## src/modem_host_port_pkg.sv

```systemverilog
// package: register numbers, bit positions, reset values of the host port
// assumes: used by the host port top only; its two helper modules do not import it
package modem_host_port_pkg;
  // ----------------------------------------------------------------------
  // register numbers on the 3-bit host address
  // ----------------------------------------------------------------------
  localparam logic [2:0] REG_RAM_DATA_LOW      = 3'h0;
  localparam logic [2:0] REG_RAM_DATA_HIGH     = 3'h1;
  localparam logic [2:0] REG_RAM_ADDRESS_LOW   = 3'h2;
  localparam logic [2:0] REG_PARALLEL_LINK     = 3'h3;
  localparam logic [2:0] REG_RAM_CONTROL       = 3'h4;
  localparam logic [2:0] REG_PUMP_STATUS       = 3'h5;
  localparam logic [2:0] REG_UNASSIGNED        = 3'h6;
  localparam logic [2:0] REG_FRAME_STATUS      = 3'h7;

  // ----------------------------------------------------------------------
  // ram_control bit positions
  // ----------------------------------------------------------------------
  localparam int CTL_ADDR_TOP   = 0;
  localparam int CTL_REQUEST    = 1;
  localparam int CTL_DIRECTION  = 2;
  localparam int CTL_SEND_REQ   = 3;
  localparam int CTL_PARALLEL   = 4;
  localparam int CTL_RAM_IE     = 5;
  localparam int CTL_RX_IE      = 6;
  localparam int CTL_TX_IE      = 7;

  // ----------------------------------------------------------------------
  // pump_status bit positions
  // ----------------------------------------------------------------------
  localparam int STS_IN_RESET   = 0;
  localparam int STS_CARRIER    = 1;
  localparam int STS_RETRAIN    = 2;
  localparam int STS_PUMP_BUSY  = 4;
  localparam int STS_RAM_DONE   = 5;
  localparam int STS_RX_BYTE    = 6;
  localparam int STS_TX_BYTE    = 7;

  // ----------------------------------------------------------------------
  // reset values and widths
  // ----------------------------------------------------------------------
  localparam logic [7:0] CONTROL_RESET   = 8'h00;
  localparam logic [7:0] BYTE_RESET      = 8'h00;
  localparam logic       RX_FLAG_RESET   = 1'b1;
  localparam int         FRAME_BITS      = 3;
  localparam logic [2:0] FRAME_RESET     = 3'h0;
  localparam logic       MARK_LEVEL      = 1'b1;
endpackage

```

## src/host_strobe_detect.sv

```systemverilog
// host strobe detector: turns chip select, read and write into start pulses
// assumes: host pins are synchronous to i_clk, all strobes active low
`timescale 1ns/1ps
`default_nettype none
module host_strobe_detect (
  input  wire logic i_clk,
  input  wire logic i_rst,
  input  wire logic i_cs_n,
  input  wire logic i_rd_n,
  input  wire logic i_wr_n,
  output logic      o_rd_active,
  output logic      o_rd_start,
  output logic      o_wr_start
);
  logic rd_prev;
  logic wr_prev;
  logic wr_active;

  // one pulse per access: a long strobe never repeats its side effect
  assign o_rd_active = ~i_cs_n & ~i_rd_n;
  assign wr_active   = ~i_cs_n & ~i_wr_n;
  assign o_rd_start  = o_rd_active & ~rd_prev;
  assign o_wr_start  = wr_active & ~wr_prev;

  // remember last cycle's strobe levels
  always_ff @(posedge i_clk or posedge i_rst) begin
    if (i_rst) begin
      rd_prev <= 1'b0;
      wr_prev <= 1'b0;
    end else begin
      rd_prev <= o_rd_active;
      wr_prev <= wr_active;
    end
  end
endmodule
`default_nettype wire

```

## src/modem_host_register_port.sv

```systemverilog
// modem host register port: byte-wide register file seen by the host cpu
// assumes: host pins synchronous to i_clk; pump core answers ram requests
`timescale 1ns/1ps
`default_nettype none
module modem_host_register_port #(
  parameter logic [7:0] FW_VERSION = 8'h01  // arbitrary value
) (
  input  wire logic       i_clk,
  input  wire logic       i_rst,
  input  wire logic [2:0] i_host_addr,
  input  wire logic [7:0] i_host_data,
  output logic      [7:0] o_host_data,
  output logic            o_host_data_oe_n,
  input  wire logic       i_host_cs_n,
  input  wire logic       i_host_rd_n,
  input  wire logic       i_host_wr_n,
  output logic            o_host_irq_n,
  output logic            o_ram_req,
  output logic            o_ram_we,
  output logic      [8:0] o_ram_addr,
  output logic     [15:0] o_ram_wdata,
  input  wire logic       i_ram_ack,
  input  wire logic [15:0] i_ram_rdata,
  input  wire logic       i_rx_byte_valid,
  input  wire logic [7:0] i_rx_byte,
  output logic      [7:0] o_tx_byte,
  input  wire logic       i_tx_byte_taken,
  output logic            o_parallel_path_select,
  input  wire logic       i_rts_n,
  output logic            o_send_request,
  input  wire logic       i_standby,
  input  wire logic       i_pump_in_reset,
  input  wire logic       i_carrier_detect,
  input  wire logic       i_retrain,
  input  wire logic       i_pump_busy,
  input  wire logic [2:0] i_frame_status,
  output logic      [2:0] o_frame_control,
  input  wire logic       i_rx_serial,
  output logic            o_rx_serial,
  output logic            o_line_signal_detect_n
);
  // ----------------------------------------------------------------------
  // storage
  // ----------------------------------------------------------------------
  logic [7:0] ram_word_low_byte;
  logic [7:0] ram_word_high_byte;
  logic [7:0] ram_addr_low_byte;
  logic [7:0] parallel_link_byte;
  logic [7:0] ram_control;
  logic       ram_done_flag;
  logic       rx_byte_flag;
  logic       tx_byte_flag;
  logic [2:0] frame_control;
  logic       version_pending;

  logic       rd_active;
  logic       rd_start;
  logic       wr_start;
  logic       ram_done;
  logic       seq_req;

  // ----------------------------------------------------------------------
  // strobe detection and ram sequencing
  // ----------------------------------------------------------------------
  host_strobe_detect strobes (
    .i_clk       (i_clk),
    .i_rst       (i_rst),
    .i_cs_n      (i_host_cs_n),
    .i_rd_n      (i_host_rd_n),
    .i_wr_n      (i_host_wr_n),
    .o_rd_active (rd_active),
    .o_rd_start  (rd_start),
    .o_wr_start  (wr_start)
  );

  // decode used for every register write and read
  function automatic logic hit(input logic [2:0] num, input logic [2:0] sel);
    hit = (num == sel);
  endfunction

  // ----------------------------------------------------------------------
  // write and read decode
  // ----------------------------------------------------------------------
  logic wr_low;
  logic wr_high;
  logic wr_addr;
  logic wr_link;
  logic wr_ctrl;
  logic wr_frame;
  logic rd_link;
  logic ram_start;
  logic parallel;
  logic rx_take;
  logic tx_take;
  logic load_version;

  // register 6 has no write strobe at all, so writes vanish
  assign wr_low   = wr_start & hit(i_host_addr,
                      modem_host_port_pkg::REG_RAM_DATA_LOW);
  assign wr_high  = wr_start & hit(i_host_addr,
                      modem_host_port_pkg::REG_RAM_DATA_HIGH);
  assign wr_addr  = wr_start & hit(i_host_addr,
                      modem_host_port_pkg::REG_RAM_ADDRESS_LOW);
  assign wr_link  = wr_start & hit(i_host_addr,
                      modem_host_port_pkg::REG_PARALLEL_LINK);
  assign wr_ctrl  = wr_start & hit(i_host_addr,
                      modem_host_port_pkg::REG_RAM_CONTROL);
  assign wr_frame = wr_start & hit(i_host_addr,
                      modem_host_port_pkg::REG_FRAME_STATUS);
  assign rd_link  = rd_start & hit(i_host_addr,
                      modem_host_port_pkg::REG_PARALLEL_LINK);

  // a request starts when the host writes the request bit as one
  assign ram_start = wr_ctrl
                   & i_host_data[modem_host_port_pkg::CTL_REQUEST];
  assign parallel  = ram_control[modem_host_port_pkg::CTL_PARALLEL];
  assign rx_take   = parallel & i_rx_byte_valid;
  assign tx_take   = parallel & i_tx_byte_taken;
  assign load_version = version_pending | i_standby;

  ram_access_seq ram_seq (
    .i_clk   (i_clk),
    .i_rst   (i_rst),
    .i_start (ram_start),
    .i_ack   (i_ram_ack),
    .o_req   (seq_req),
    .o_done  (ram_done)
  );

  // ----------------------------------------------------------------------
  // ram word, address and control
  // ----------------------------------------------------------------------
  logic [7:0] next_control;

  // completion clears the request bit; a fresh request in the same
  // cycle would be refused by the sequencer anyway, so completion wins
  always_comb begin
    next_control = ram_control;
    if (wr_ctrl) begin
      next_control = i_host_data;
    end
    if (ram_done) begin
      next_control[modem_host_port_pkg::CTL_REQUEST] = 1'b0;
    end
  end

  // ram word holds host data for a write, core data after a read
  always_ff @(posedge i_clk or posedge i_rst) begin
    if (i_rst) begin
      ram_word_low_byte  <= modem_host_port_pkg::BYTE_RESET;
      ram_word_high_byte <= modem_host_port_pkg::BYTE_RESET;
    end else if (ram_done & ~o_ram_we) begin
      ram_word_low_byte  <= i_ram_rdata[7:0];
      ram_word_high_byte <= i_ram_rdata[15:8];
    end else begin
      if (wr_low) begin
        ram_word_low_byte <= i_host_data;
      end
      if (wr_high) begin
        ram_word_high_byte <= i_host_data;
      end
    end
  end

  // control and low address byte
  always_ff @(posedge i_clk or posedge i_rst) begin
    if (i_rst) begin
      ram_control       <= modem_host_port_pkg::CONTROL_RESET;
      ram_addr_low_byte <= modem_host_port_pkg::BYTE_RESET;
      frame_control     <= modem_host_port_pkg::FRAME_RESET;
    end else begin
      ram_control <= next_control;
      if (wr_addr) begin
        ram_addr_low_byte <= i_host_data;
      end
      if (wr_frame) begin
        frame_control <= i_host_data[modem_host_port_pkg::FRAME_BITS-1:0];
      end
    end
  end

  // ----------------------------------------------------------------------
  // parallel link byte and status flags
  // ----------------------------------------------------------------------
  // version load beats a received byte, which beats a host write
  always_ff @(posedge i_clk or posedge i_rst) begin
    if (i_rst) begin
      parallel_link_byte <= modem_host_port_pkg::BYTE_RESET;
      version_pending    <= 1'b1;
    end else begin
      version_pending <= 1'b0;
      if (load_version) begin
        parallel_link_byte <= FW_VERSION;
      end else if (rx_take) begin
        parallel_link_byte <= i_rx_byte;
      end else if (wr_link) begin
        parallel_link_byte <= i_host_data;
      end
    end
  end

  // flags: hardware set wins over the clearing access
  always_ff @(posedge i_clk or posedge i_rst) begin
    if (i_rst) begin
      ram_done_flag <= 1'b0;
      rx_byte_flag  <= modem_host_port_pkg::RX_FLAG_RESET;
      tx_byte_flag  <= 1'b0;
    end else begin
      ram_done_flag <= ram_done | (ram_done_flag & ~ram_start);
      rx_byte_flag  <= rx_take | (rx_byte_flag & ~rd_link);
      tx_byte_flag  <= tx_take | (tx_byte_flag & ~wr_link);
    end
  end

  // ----------------------------------------------------------------------
  // read mux, interrupt and pin outputs
  // ----------------------------------------------------------------------
  logic [7:0] status_byte;
  logic [7:0] read_value;
  logic       irq_cause;
  logic       send_request;

  assign status_byte = {tx_byte_flag, rx_byte_flag, ram_done_flag,
                        i_pump_busy, 1'b0, i_retrain, i_carrier_detect,
                        i_pump_in_reset};

  // write-only and unassigned numbers read as zero
  assign read_value =
      hit(i_host_addr, modem_host_port_pkg::REG_RAM_DATA_LOW)
        ? ram_word_low_byte :
      hit(i_host_addr, modem_host_port_pkg::REG_RAM_DATA_HIGH)
        ? ram_word_high_byte :
      hit(i_host_addr, modem_host_port_pkg::REG_PARALLEL_LINK)
        ? parallel_link_byte :
      hit(i_host_addr, modem_host_port_pkg::REG_RAM_CONTROL)
        ? ram_control :
      hit(i_host_addr, modem_host_port_pkg::REG_PUMP_STATUS)
        ? status_byte :
      hit(i_host_addr, modem_host_port_pkg::REG_FRAME_STATUS)
        ? {5'h00, i_frame_status} : 8'h00;

  // rx and tx interrupts only count in parallel mode
  assign irq_cause =
      (ram_done_flag & ram_control[modem_host_port_pkg::CTL_RAM_IE])
    | (rx_byte_flag & parallel
       & ram_control[modem_host_port_pkg::CTL_RX_IE])
    | (tx_byte_flag & parallel
       & ram_control[modem_host_port_pkg::CTL_TX_IE]);

  // pin is active low, so the register bit covers for a high pin
  assign send_request = ram_control[modem_host_port_pkg::CTL_SEND_REQ]
                      | ~i_rts_n;

  // all pin outputs registered; one cycle behind their causes
  always_ff @(posedge i_clk or posedge i_rst) begin
    if (i_rst) begin
      o_host_data            <= 8'h00;
      o_host_data_oe_n       <= 1'b1;
      o_host_irq_n           <= 1'b1;
      o_send_request         <= 1'b0;
      o_rx_serial            <= modem_host_port_pkg::MARK_LEVEL;
      o_line_signal_detect_n <= 1'b1;
    end else begin
      o_host_data            <= read_value;
      o_host_data_oe_n       <= ~rd_active;
      o_host_irq_n           <= ~irq_cause;
      o_send_request         <= send_request;
      o_rx_serial            <= i_carrier_detect ? i_rx_serial
                                : modem_host_port_pkg::MARK_LEVEL;
      o_line_signal_detect_n <= ~i_carrier_detect;
    end
  end

  // ram port and link mirrors straight from their registers
  assign o_ram_req              = seq_req;
  assign o_ram_we               = ram_control[
                                    modem_host_port_pkg::CTL_DIRECTION];
  assign o_ram_addr             = {ram_control[
                                    modem_host_port_pkg::CTL_ADDR_TOP],
                                   ram_addr_low_byte};
  assign o_ram_wdata            = {ram_word_high_byte, ram_word_low_byte};
  assign o_tx_byte              = parallel_link_byte;
  assign o_parallel_path_select = parallel;
  assign o_frame_control        = frame_control;

  // ----------------------------------------------------------------------
  // checks
  // ----------------------------------------------------------------------
  a_req_bit_clears: assert property (@(posedge i_clk) disable iff (i_rst)
    ram_done |=> !ram_control[modem_host_port_pkg::CTL_REQUEST])
    else $error("request bit not cleared after completion");

  a_done_flag_sets: assert property (@(posedge i_clk) disable iff (i_rst)
    ram_done |=> ram_done_flag)
    else $error("ram done flag not set");

  a_rx_flag_sets: assert property (@(posedge i_clk) disable iff (i_rst)
    rx_take |=> rx_byte_flag && parallel_link_byte == $past(i_rx_byte)
      || $past(load_version))
    else $error("rx byte not captured with flag");

  a_rx_read_clear: assert property (@(posedge i_clk) disable iff (i_rst)
    rd_link && !rx_take |=> !rx_byte_flag)
    else $error("rx flag not cleared by read");

  a_tx_write_clear: assert property (@(posedge i_clk) disable iff (i_rst)
    wr_link && !tx_take |=> !tx_byte_flag)
    else $error("tx flag not cleared by write");

  a_irq_follows: assert property (@(posedge i_clk) disable iff (i_rst)
    ram_done_flag && ram_control[modem_host_port_pkg::CTL_RAM_IE]
      |=> !o_host_irq_n)
    else $error("irq not raised for enabled flag");

  a_rx_mark_clamp: assert property (@(posedge i_clk) disable iff (i_rst)
    !i_carrier_detect |=> o_rx_serial == modem_host_port_pkg::MARK_LEVEL)
    else $error("rx serial not clamped to mark");

  a_send_or_pin: assert property (@(posedge i_clk) disable iff (i_rst)
    !i_rts_n |=> o_send_request)
    else $error("pin send request lost");

  a_unassigned_zero: assert property (@(posedge i_clk) disable iff (i_rst)
    rd_active && i_host_addr == modem_host_port_pkg::REG_UNASSIGNED
      |=> o_host_data == 8'h00)
    else $error("register 6 read not zero");

  a_standby_version: assert property (@(posedge i_clk) disable iff (i_rst)
    i_standby |=> parallel_link_byte == FW_VERSION)
    else $error("version not loaded in standby");
endmodule
`default_nettype wire

```

## src/ram_access_seq.sv

```systemverilog
// ram access sequencer: holds a request to the pump core until it answers
// assumes: the core raises i_ack for one cycle per accepted request
`timescale 1ns/1ps
`default_nettype none
module ram_access_seq (
  input  wire logic i_clk,
  input  wire logic i_rst,
  input  wire logic i_start,
  input  wire logic i_ack,
  output logic      o_req,
  output logic      o_done
);
  typedef enum logic {SEQ_IDLE, SEQ_WAIT} seq_state_t;
  seq_state_t state;
  seq_state_t next_state;

  // done only for an ack that answers our own request
  assign o_done = (state == SEQ_WAIT) & i_ack;

  // next state
  always_comb begin
    next_state = state;
    case (state)
      SEQ_IDLE: begin
        if (i_start) begin
          next_state = SEQ_WAIT;
        end
      end
      SEQ_WAIT: begin
        if (i_ack) begin
          next_state = SEQ_IDLE;
        end
      end
      default: begin
        next_state = SEQ_IDLE;
      end
    endcase
  end

  // state and request level
  always_ff @(posedge i_clk or posedge i_rst) begin
    if (i_rst) begin
      state <= SEQ_IDLE;
      o_req <= 1'b0;
    end else begin
      state <= next_state;
      o_req <= (next_state == SEQ_WAIT);
    end
  end
endmodule
`default_nettype wire
```

## config.mk

```make
export PLATFORM = sky130hd
export DESIGN_NAME = modem_host_register_port
export DESIGN_NICKNAME = d
export VERILOG_FILES = /design/src/modem_host_port_pkg.sv /design/src/host_strobe_detect.sv /design/src/modem_host_register_port.sv /design/src/ram_access_seq.sv
export SDC_FILE = /design/constraint.sdc
export NUM_CORES = 1
export LEC_CHECK = 0
export ABC_AREA = 0
export BUFFER_PORTS_ARGS = -buffer_cell sky130_fd_sc_hd__buf_2
export CAP_MARGIN = 10
export CORE_MARGIN = 4
export CORE_UTILIZATION = 40
export DETAILED_ROUTE_END_ITERATION = 8
export HOLD_SLACK_MARGIN = 0.1
export PLACE_DENSITY_LB_ADDON = 0.05
export SLEW_MARGIN = 20
export SYNTH_ARGS = -nofsm -noshare
export SYNTH_HDL_FRONTEND = slang
export SYNTH_SLANG_ARGS = --single-unit
```

## constraint.sdc

```tcl
create_clock -name i_clk -period 1.8 [get_ports i_clk]
set_clock_uncertainty 0.15 [all_clocks]
set_input_delay 0.18 -clock i_clk [delete_from_list [all_inputs] [get_ports i_clk]]
set_output_delay 0.18 -clock i_clk [all_outputs]
set_load 0.01 [all_outputs]
```

==> key figures, run 1 <==
Global route
  • Largest net degree at the start of global routing: 43
  • Vias in the first global route: 2773
  • First-pass GRT wire length: 14790 um
  • Total gr overflow: 0
  • GR Util All Layers: 22.08%
  • Initial antenna violation count: 0

Detailed routing
  • Vias: 2768
  • DRC viols: 0
  • Per-cell routed wire length: 18.16 um
  • Starting DRT DRC Count: 174
  • Antenna-violating nets left: 0
  • Detailed Routing Iterations Pass 1: 4
  • Number of vias per cell: 5.203
  • Final WL: 9663 um

STA
  • Setup TNS: 0 ns
  • F_max: 578.4 MHz
  • RSZ-0062 raised after global routing: no
  • Final min period: 1.729 ns
  • Setup violators final: 0
  • Tcrit/Tclk final: 96.05%
  • Final hold slack: 0.1230 ns
  • Fin. max-slew vios: 0
  • Final Hold Fails: 0

Floorplan
  • Ports: 105
  • Core area: 7253 um^2
  • FP Rows: 31
  • Initial Utilization: 41.31%
  • Die width: 94.56 um
  • Die Y: 94.56 um
  • Die area: 8941 um^2

Critical path
  • CP Launch Point: strobes.wr_prev
  • R2R Path End: o_frame_control[1]
  • Worst r2r src: strobes.wr_prev
  • Worst setup path endpoint: o_frame_control[1]
  • R2R setup slack: 0.07 ns
  • Cells on worst reg2reg path: 5
  • CP Data Required Time: 1.87 ns
  • Critical Path Fanout Max: 3
  • CP Class: reg2reg
  • Type of origin of the critical path: register
  • Critical Path AT: 1.80 ns
  • Worst setup EP type: register

Layout
  • Most common cell after layout, fill and taps aside: buf_2
  • Area grow syn2layout: 45.26%
  • Final core occ: 60.01%
  • Diode count: 0
  • Layout cell share with drive strength beyond 1: 38.57%
  • Fin cells: 532
  • Most frequent cells in the layout: buf_2 (104), dfrtp_1 (57), dlygate4sd3_1 (45), o21ai_0 (22), nand3_1 (21)
  • Fillers: 666
  • Final nets: 481

Synth
  • Post-synth top flop: dfrtp_1
  • Number of flops mapped to enable cells by yosys: 0
  • Xor and xnor area share after synthesis: 0%
  • Post-Syn Area per Cell: 10.90 um^2
  • Sequential area share after synthesis: 52.86%
  • Cell taking the most area after synthesis: dfrtp_1
  • Largest family of logic cells by synthesized area: compound AO/OA/AOI/OAI gates
  • Post-Syn Area: 2997 um^2
  • Main area contributors after synthesis: dfrtp_1 (48%), mux2_2 (6.8%), mux2i_1 (5.3%), dfstp_2 (5.3%), nand3_1 (3.7%)
  • Mux share of post-synthesis cell area: 12.11%
  • Simple-Gate Fraction of Synth Area: 11.94%
  • Area share of the largest cell type after synthesis: 47.60%
  • Synth Register Bits: 63
  • YS warnings: 0
  • Compound-gate portion of the synthesized area: 18.46%
  • Synth async-reset ratio: 100.0%
  • Post-synth cell types: 40
  • Syn nets: 328
  • Synth Area in Adders: 0%
  • Syn Inst Count: 275

Clock tree
  • Total CTS buffers: 9
  • H-tree depth: 3
  • Maximum buffer depth of the clock tree: 2
  • Clk slew on worst S/H paths: 0.07 ns
  • TritonCTS clock tree: done
  • CTS Sinks: 63
  • Clk Latency, worst-skew pair: 0.34 ns
  • CTS root buf: clkbuf_8

Placed design
  • I/O Buffers: 104
  • Final GP Congestion: 0.7814
  • DP Cell Count: 470
  • Post-DP HPWL: 6385 um

Outcome
  • Status: finished clean

Power and ir drop
  • Peak supply drop: 0.5580 mV
  • Static Leak: 2.040 nW
  • Total power: 4.370 mW
  • Pwr Density: 1004 nW/um^2

Run
  • Max-cap violations: 0

Min path
  • Hold crit path type: in2reg
-- worst min path at each step --
stage / startpoint / to / slack, ns / depth (start not counted)
after floorplan: i_carrier_detect / o_line_signal_detect_n / 0.06 / 1
after global placement: i_rst / o_host_data[5] / 0.09 / 2
after detailed placement: i_rst / o_host_data[5] / 0.09 / 2
after CTS: i_frame_status[1] / o_host_data[1] / 0.12 / 4
after global routing: i_frame_status[1] / o_host_data[1] / 0.17 / 4
final: i_frame_status[1] / o_host_data[1] / 0.12 / 4
-- critical path, stage by stage, from the launching register on --
cell,delay (ns)
dfrtp_1,0.43
buf_4,0.16
nor3_1,0.25
buf_4,0.19
nand3_1,0.13
mux2_2,0.31
-- Yosys cell counts (4+ instances only) --
library cell	n
mux2_2	18
dfrtp_1	57
a31oi_1	16
nor2_1	19
o21a_1	8
inv_1	5
dfstp_2	6
a2bb2oi_1	7
nand2b_1	4
mux2i_1	16
o31ai_1	7
o21ai_0	22
nand3_1	22
o2bb2ai_1	7
nand2_1	12
clkbuf_1	13
-- layout make-up --
class	instances	area [um^2]	share of cell area, %
sequential	63	1584	36.39
multi-input combinational	185	1299	29.84
timing repair buffer	164	1109	25.47
clock buffer	12	145.1	3.334
tap	99	123.9	2.846
clock inverter	4	70.07	1.610
inverter	5	22.52	0.5174
-- cells by family (layout without fill, tap and decap cells) --
kind of cell	count (synthesis)	in the layout
AOI/OAI and AO/OA	80	80
and+or+nand+nor	69	70
DFF	63	63
muxes	34	34
buffers and inverters	28	185
other	1	1
-- power breakdown --
group | internal (mW) | leakage [nW] | total, mW | switching [mW]
Sequential | 1.71 | 0.770 | 1.91 | 0.199
Clock | 0.815 | 0.110 | 1.36 | 0.545
Combinational | 0.553 | 1.16 | 1.10 | 0.551
-- routing by layer --
| metal | vias up | wire, um | global-route usage [%] |
|---|---|---|---|
| met3 | 13 | 605 | 4.303 |
| li1 | 1321 | - | - |
| met4 | 0 | 150 | 7.692 |
| met1 | 1351 | 4439 | 31.40 |
| met5 | - | 0 | 0 |
| met2 | 83 | 4467 | 33.69 |
-- flip-flops by register name (all words and copies together), names as in the netlist --
name and count:
ram_done_flag 1, o_tx_byte 8, rx_byte_flag 1, o_send_request 1, o_host_data_oe_n 1, ram_word_high_byte 8
o_rx_serial 1, strobes.wr_prev 1, o_frame_control 3, version_pending 1, o_host_irq_n 1, ram_control 8
ram_seq.o_req 1, ram_addr_low_byte 8, ram_word_low_byte 8, o_line_signal_detect_n 1, strobes.rd_prev 1, o_host_data 8
tx_byte_flag 1
-- per-stage QoR --
stage	instance area, um^2	setup WS, ns
5_1_grt	4353	0.001729
6_report	4353	0.07114
3_3_place_gp	3671	0.05607
3_5_place_dp	3671	0.01431
4_1_cts	4337	0.06272
2_1_floorplan	3005	0.1542
-- timing repair --
action                                 in CTS  in global routing
setup endpoints to repair                   0                  4
gates resized for setup                     0                  2
hold buffers                               45                  0
endpoints found under the hold margin      76                  0
buffers inserted                            0                  0
No activity file was read; power rests on OpenSTA's default activity.
==> run 2: changes to the inputs <==
Settings changed: PLACE_DENSITY from default to 0.81, PLACE_DENSITY_LB_ADDON 0.05 to default.
==> key figures, run 2 (synthesis results as in run 1) <==
Outcome
  • Status: finished clean (unchanged)

STA
  • Tcrit/Tclk final: 96.53% (was 96.05%)
  • F_max: 575.5 MHz (was 578.4 MHz)
  • Final Hold Fails: 0 (unchanged)
  • RSZ-0062 raised after global routing: yes (was no)
  • Final min period: 1.738 ns (was 1.729 ns)
  • Fin. max-slew vios: 0 (unchanged)
  • Setup violators final: 0 (unchanged)

Floorplan
  • Ports: 105 (unchanged)
  • Initial Utilization: 41.31% (unchanged)
  • FP Rows: 31 (unchanged)
  • Die width: 94.56 um (unchanged)
  • Die Y: 94.56 um (unchanged)
  • Die area: 8941 um^2 (unchanged)
  • Core area: 7253 um^2 (unchanged)

Clock tree
  • Total CTS buffers: 9 (unchanged)
  • H-tree depth: 3 (unchanged)
  • Clk slew on worst S/H paths: 0.07 ns (about the same)
  • Maximum buffer depth of the clock tree: 2 (unchanged)
  • Clk Latency, worst-skew pair: 0.34 ns (about the same)
  • CTS Sinks: 63 (unchanged)
  • TritonCTS clock tree: done (unchanged)
  • Post-CTS Setup Inserts: 0 (unchanged)
  • CTS root buf: clkbuf_8 (unchanged)

Critical path
  • CP Data Required Time: 1.91 ns (was 1.87 ns)
  • Worst setup EP type: register (unchanged)
  • Critical Path Fanout Max: 26 (was 3)
  • Critical Path AT: 1.85 ns (was 1.80 ns)
  • CP Class: reg2reg (unchanged)
  • Type of origin of the critical path: register (unchanged)

Placed design
  • I/O Buffers: 104 (unchanged)
  • Final GP Congestion: 0.8659 (was 0.7814)
  • DP Cell Count: 470 (unchanged)
  • Post-DP HPWL: 6453 um (was 6385 um)

Global route
  • Initial antenna violation count: 0 (unchanged)
  • GR Util All Layers: 21.24% (was 22.08%)
  • First-pass GRT wire length: 14430 um (was 14790 um)
  • Largest net degree at the start of global routing: 37 (was 43)
  • Total gr overflow: 0 (unchanged)
  • Vias in the first global route: 2852 (was 2773)

Power and ir drop
  • Peak supply drop: 0.4761 mV (was 0.5580 mV)
  • Pwr Density: 1029 nW/um^2 (was 1004 nW/um^2)
  • Static Leak: 2.044 nW (was 2.040 nW)

Detailed routing
  • Starting DRT DRC Count: 205 (was 174)
  • DRC viols: 0 (unchanged)
  • Antenna-violating nets left: 0 (unchanged)
  • Final WL: 9288 um (was 9663 um)
  • Detailed Routing Iterations Pass 1: 5 (was 4)
  • Per-cell routed wire length: 17.52 um (was 18.16 um)
  • Vias: 2870 (was 2768)
  • Number of vias per cell: 5.415 (was 5.203)

Layout
  • Most frequent cells in the layout: buf_2 (104), dfrtp_1 (56), dlygate4sd3_1 (44), o21ai_0 (22), nand3_1 (21) (was buf_2 (104), dfrtp_1 (57), dlygate4sd3_1 (45), o21ai_0 (22), nand3_1 (21))
  • Diode count: 0 (unchanged)
  • Layout cell share with drive strength beyond 1: 39.21% (was 38.57%)
  • Most common cell after layout, fill and taps aside: buf_2 (unchanged)
  • Final nets: 479 (was 481)
  • Area grow syn2layout: 45.34% (was 45.26%)
  • Fillers: 625 (was 666)
  • Fin cells: 530 (was 532)
  • Final core occ: 60.05% (was 60.01%)

Run
  • Max-cap violations: 0 (unchanged)

Min path
  • Hold crit path type: in2reg (unchanged)
run 2: cell count changes in the layout (fill, tap and decap cells not counted), sizes merged:
cell	previous run	this run
clkbuf	12	14
clkinv	2	0
dlygate4sd3	45	44
or4	2	1
run 2: critical path, stage by stage, from the launching register on:
cell and delay, ns:
dfrtp_2 0.43, or4_4 0.59, o21ai_4 0.30, a2bb2oi_1 0.19
run 2: stage by stage:
| step | TNS (ns) | hold WS, ns | total power, mW | setup WS, ns | cell area, um^2 |
|---|---|---|---|---|---|
| floorplan | 0 | 0.05619 | 2.468 | 0.1542 | 3005 |
| global placement | 0 | 0.009785 | 2.925 | 0.09246 | 3659 |
| detailed placement | 0 | 0.01461 | 2.963 | 0.04782 | 3659 |
| CTS | 0 | 0.1275 | 4.500 | 0.04687 | 4342 |
| global route | -0.04911 | 0.1424 | 4.694 | -0.02639 | 4355 |
| finish | 0 | 0.1453 | 4.483 | 0.06239 | 4355 |
run 2: final cells by class:
class	count	area (um^2)	area share [%]
timing repair buffer	163	1086	24.94
tap	99	123.9	2.844
multi-input combinational	184	1295	29.73
inverter	5	22.52	0.5171
clock buffer	14	182.7	4.194
clock inverter	2	60.06	1.379
sequential	63	1585	36.40
run 2: metal layers:
metal  part of all wire, %  track usage, %  wire length (um)
met1                    42           27.64              3899
met2                    48           34.04              4486
met3                   6.9           5.418               638
met4                   2.8           8.293               263
met5                     0               0                 0
run 2: path summary, 6_finish.rpt:
kind / start / depth (start not counted) / slack [ns] / endpoint
min in group asynchronous: i_rst / 3 / 0.21 / ram_control[5]
worst min-delay path: i_standby / 5 / 0.15 / o_tx_byte[4]
worst max-delay path: strobes.wr_prev / 3 / 0.06 / o_tx_byte[2]
worst max register to register: strobes.wr_prev / 3 / 0.06 / o_tx_byte[2]
max in group asynchronous: i_rst / 4 / 0.73 / o_host_data_oe_n
worst min register to register: rx_byte_flag / 2 / 0.32 / rx_byte_flag
run 2: timing repair:
action / 4_1_cts / 5_1_grt
hold buffers: 44 / 0
resized for setup: 0 / 3
endpoints found under the hold margin: 116 / 0
setup endpoints to repair: 0 / 15
run 2: power breakdown:
part           switching [mW]  internal, mW
combinational           0.563         0.552
clock                   0.528         0.933
sequential              0.200          1.71
total                    1.29          3.19
==> run 3: changes to the inputs <==
Settings changed: GPL_TIMING_DRIVEN from default to 0.
==> key figures, run 3 (synthesis results as in run 1) <==
Outcome
  • Status: finished, violations left (was finished clean)
  • Failing checks: negative setup slack

Critical path
  • Crit-path cells: or4_4 > buf_6 > buf_2 > o21ai_0 > a31oi_1 (was or4_4 > o21ai_4 > a2bb2oi_1)
  • Slowest cell on crit path: dfrtp_1 (was or4_4)
  • R2R setup slack: -0.005 ns (was 0.06 ns)
  • Critical Path Fanout Max: 10 (was 26)
  • CP top delay family: flip-flops (was simple AND/OR/NAND/NOR gates)
  • CP max stage delay: 0.43 ns (was 0.59 ns)
  • R2R Path End: ram_word_high_byte[2] (was o_tx_byte[2])
  • Cells on worst reg2reg path: 5 (was 3)
  • Worst r2r src: strobes.wr_prev (unchanged)
  • Type of origin of the critical path: register (unchanged)
  • CP Data Required Time: 1.85 ns (was 1.91 ns)
  • Critical Path AT: 1.86 ns (was 1.85 ns)
  • Worst setup EP type: register (unchanged)
  • CP Class: reg2reg (unchanged)
  • WP buf/inv: 2 (was 0)

Layout
  • Area of the multi-input gates: 1315 um^2 (was 1295 um^2)
  • Area grow syn2layout: 45.26% (was 45.34%)
  • Diode count: 0 (unchanged)
  • Register Area: 1584 um^2 (was 1585 um^2)
  • Most common cell after layout, fill and taps aside: buf_2 (unchanged)
  • Fillers: 632 (was 625)
  • Layout cell share with drive strength beyond 1: 37.36% (was 39.21%)
  • Final nets: 487 (was 479)
  • Most frequent cells in the layout: buf_2 (104), dfrtp_1 (57), dlygate4sd3_1 (44), nand3_1 (21), nor2_1 (19) (was buf_2 (104), dfrtp_1 (56), dlygate4sd3_1 (44), o21ai_0 (22), nand3_1 (21))

STA
  • Slew @ Worst Pin: 0.6543 ns
  • Final Hold Fails: 0 (unchanged)
  • Tcrit/Tclk final: 100.3% (was 96.53%)
  • Fin. max-slew vios: 0 (unchanged)
  • Setup WS post-layout: -0.005028 ns (was 0.06239 ns)
  • RSZ-0062 raised after global routing: yes (unchanged)
  • F_max: 554.0 MHz (was 575.5 MHz)
  • Relative slew slack: 56.29%
  • Final hold slack: 0.1411 ns (was 0.1453 ns)
  • Setup violators final: 1 (was 0)
  • Final min period: 1.805 ns (was 1.738 ns)

Min path
  • Hold depth: 3 (was 5)
  • Hold Path End: o_frame_control[1] (was o_tx_byte[4])
  • Hold_sp: i_host_addr[2] (was i_standby)
  • Hold crit path type: in2reg (unchanged)

Clock tree
  • Total CTS buffers: 9 (unchanged)
  • Clk slew on worst S/H paths: 0.07 ns (about the same)
  • CTS Sinks: 63 (unchanged)
  • H-tree depth: 3 (unchanged)
  • Clk Latency, worst-skew pair: 0.34 ns (about the same)
  • CTS root buf: clkbuf_8 (unchanged)
  • TritonCTS clock tree: done (unchanged)
  • Maximum buffer depth of the clock tree: 2 (unchanged)

Floorplan
  • Ports: 105 (unchanged)
  • Die Y: 94.56 um (unchanged)
  • Initial Utilization: 41.31% (unchanged)
  • FP Rows: 31 (unchanged)
  • Die area: 8941 um^2 (unchanged)
  • Die width: 94.56 um (unchanged)
  • Core area: 7253 um^2 (unchanged)

Placed design
  • I/O Buffers: 101 (was 104)
  • Final GP Congestion: 0.9137 (was 0.8659)
  • Post-DP HPWL: 6763 um (was 6453 um)

Global route
  • Largest net degree at the start of global routing: 35 (was 37)
  • First-pass GRT wire length: 15130 um (was 14430 um)
  • GR Util All Layers: 22.51% (was 21.24%)
  • Total gr overflow: 0 (unchanged)
  • Vias in the first global route: 3008 (was 2852)
  • Initial antenna violation count: 0 (unchanged)

Detailed routing
  • Detailed Routing Iterations Pass 1: 5 (unchanged)
  • Final WL: 9750 um (was 9288 um)
  • Number of vias per cell: 5.439 (was 5.415)
  • Starting DRT DRC Count: 232 (was 205)
  • Antenna-violating nets left: 0 (unchanged)
  • Per-cell routed wire length: 18.12 um (was 17.52 um)
  • Vias: 2926 (was 2870)
  • DRC viols: 0 (unchanged)

Power and ir drop
  • Peak supply drop: 0.4961 mV (was 0.4761 mV)
  • P_int: 3.013 mW (was 3.192 mW)
  • Sw Ratio: 30.24% (was 28.80%)
  • Switching Power: 1.306 mW (was 1.291 mW)
  • Logic pwr share: 26.2% (was 24.9%)
  • Flop pwr share: 44.3% (was 42.6%)
  • Pwr Density: 992.2 nW/um^2 (was 1029 nW/um^2)
  • Static Leak: 2.015 nW (was 2.044 nW)
  • Clock share of power: 29.5% (was 32.6%)
  • Total power: 4.319 mW (was 4.483 mW)

Run
  • Max-cap violations: 0 (unchanged)
==> run 3: cell count changes in the layout (fill, tap and decap cells not counted), moves of 2 or more <==
cell      previous run  this run
o31ai_1              7         4
clkinv_2             0         2
buf_4               14         3
o21ai_0             22        15
o21ai_1              1         8
o31ai_2              0         3
buf_1                0         2
buf_6                0         3
clkbuf_1             1        14
==> run 3: routing by layer <==
metal	GRT usage [%]	part of all wire [%]	vias to the layer above	wire length, um
met5	0	0	-	0
met4	11.30	3.9	0	381
met3	4.143	8.1	36	788
met2	36.52	48	181	4636
met1	28.88	40	1378	3944
li1	-	-	1331	-
==> run 3: worst reg2reg max path, stage by stage, from the launching register on <==
cell and delay [ns]:
dfrtp_1 0.43, or4_4 0.43, buf_6 0.16, buf_2 0.18, o21ai_0 0.22, a31oi_1 0.11
==> run 3: layout make-up <==
cell class	count	area share, %
tap	99	2.846
clock buffer	13	3.880
multi-input combinational	184	30.21
buffer	23	2.702
timing repair buffer	148	22.54
clock inverter	3	0.9198
inverter	5	0.5174
sequential	63	36.39
==> run 3: through the flow <==
stage	instances	util [%]	cell area, um^2	setup TNS, ns	worst slack (ns)
after detailed placement	476	50.39	3655	-0.2052	-0.03253
after global routing	538	60.01	4353	-0.07358	-0.02467
final	538	60.01	4353	-0.005028	-0.005028
after CTS	536	59.41	4309	0	0.003980
after floorplan	275	-	3005	0	0.1542
after global placement	475	50.11	3635	0	0.01966
==> run 3: how the worst max path moves through the flow <==
stage                             to            start  cells past startpoint  slack [ns]
3_5_place_dp          ram_control[7]  strobes.wr_prev                      3       -0.03
3_3_place_gp      o_frame_control[1]   i_host_addr[0]                      5        0.02
5_1_grt         ram_word_low_byte[0]  strobes.wr_prev                      5       -0.02
6_report       ram_word_high_byte[2]  strobes.wr_prev                      5      -0.005
2_1_floorplan           o_tx_byte[1]   i_host_addr[2]                      6        0.15
4_1_cts                 o_tx_byte[2]  i_rx_byte_valid                      5       0.004
==> run 3: power groups by stage <==
stage | clock (mW) | combinational [mW] | sequential, mW
3_3_place_gp | 0 | 1.01 | 1.92
4_1_cts | 1.29 | 1.12 | 1.90
6_report | 1.27 | 1.13 | 1.92
3_5_place_dp | 0 | 1.04 | 1.93
2_1_floorplan | 0 | 0.470 | 2.00
5_1_grt | 1.35 | 1.23 | 1.94
==> run 3: repair_timing <==
| item | in CTS | in global routing |
|---|---|---|
| endpoints found under the hold margin | 78 | 0 |
| hold buffers | 44 | 0 |
| buffers inserted | 0 | 2 |
| pin swaps | 0 | 1 |
| gates resized for setup | 1 | 13 |
| endpoints found under the setup margin | 7 | 30 |
| gates cloned | 0 | 0 |
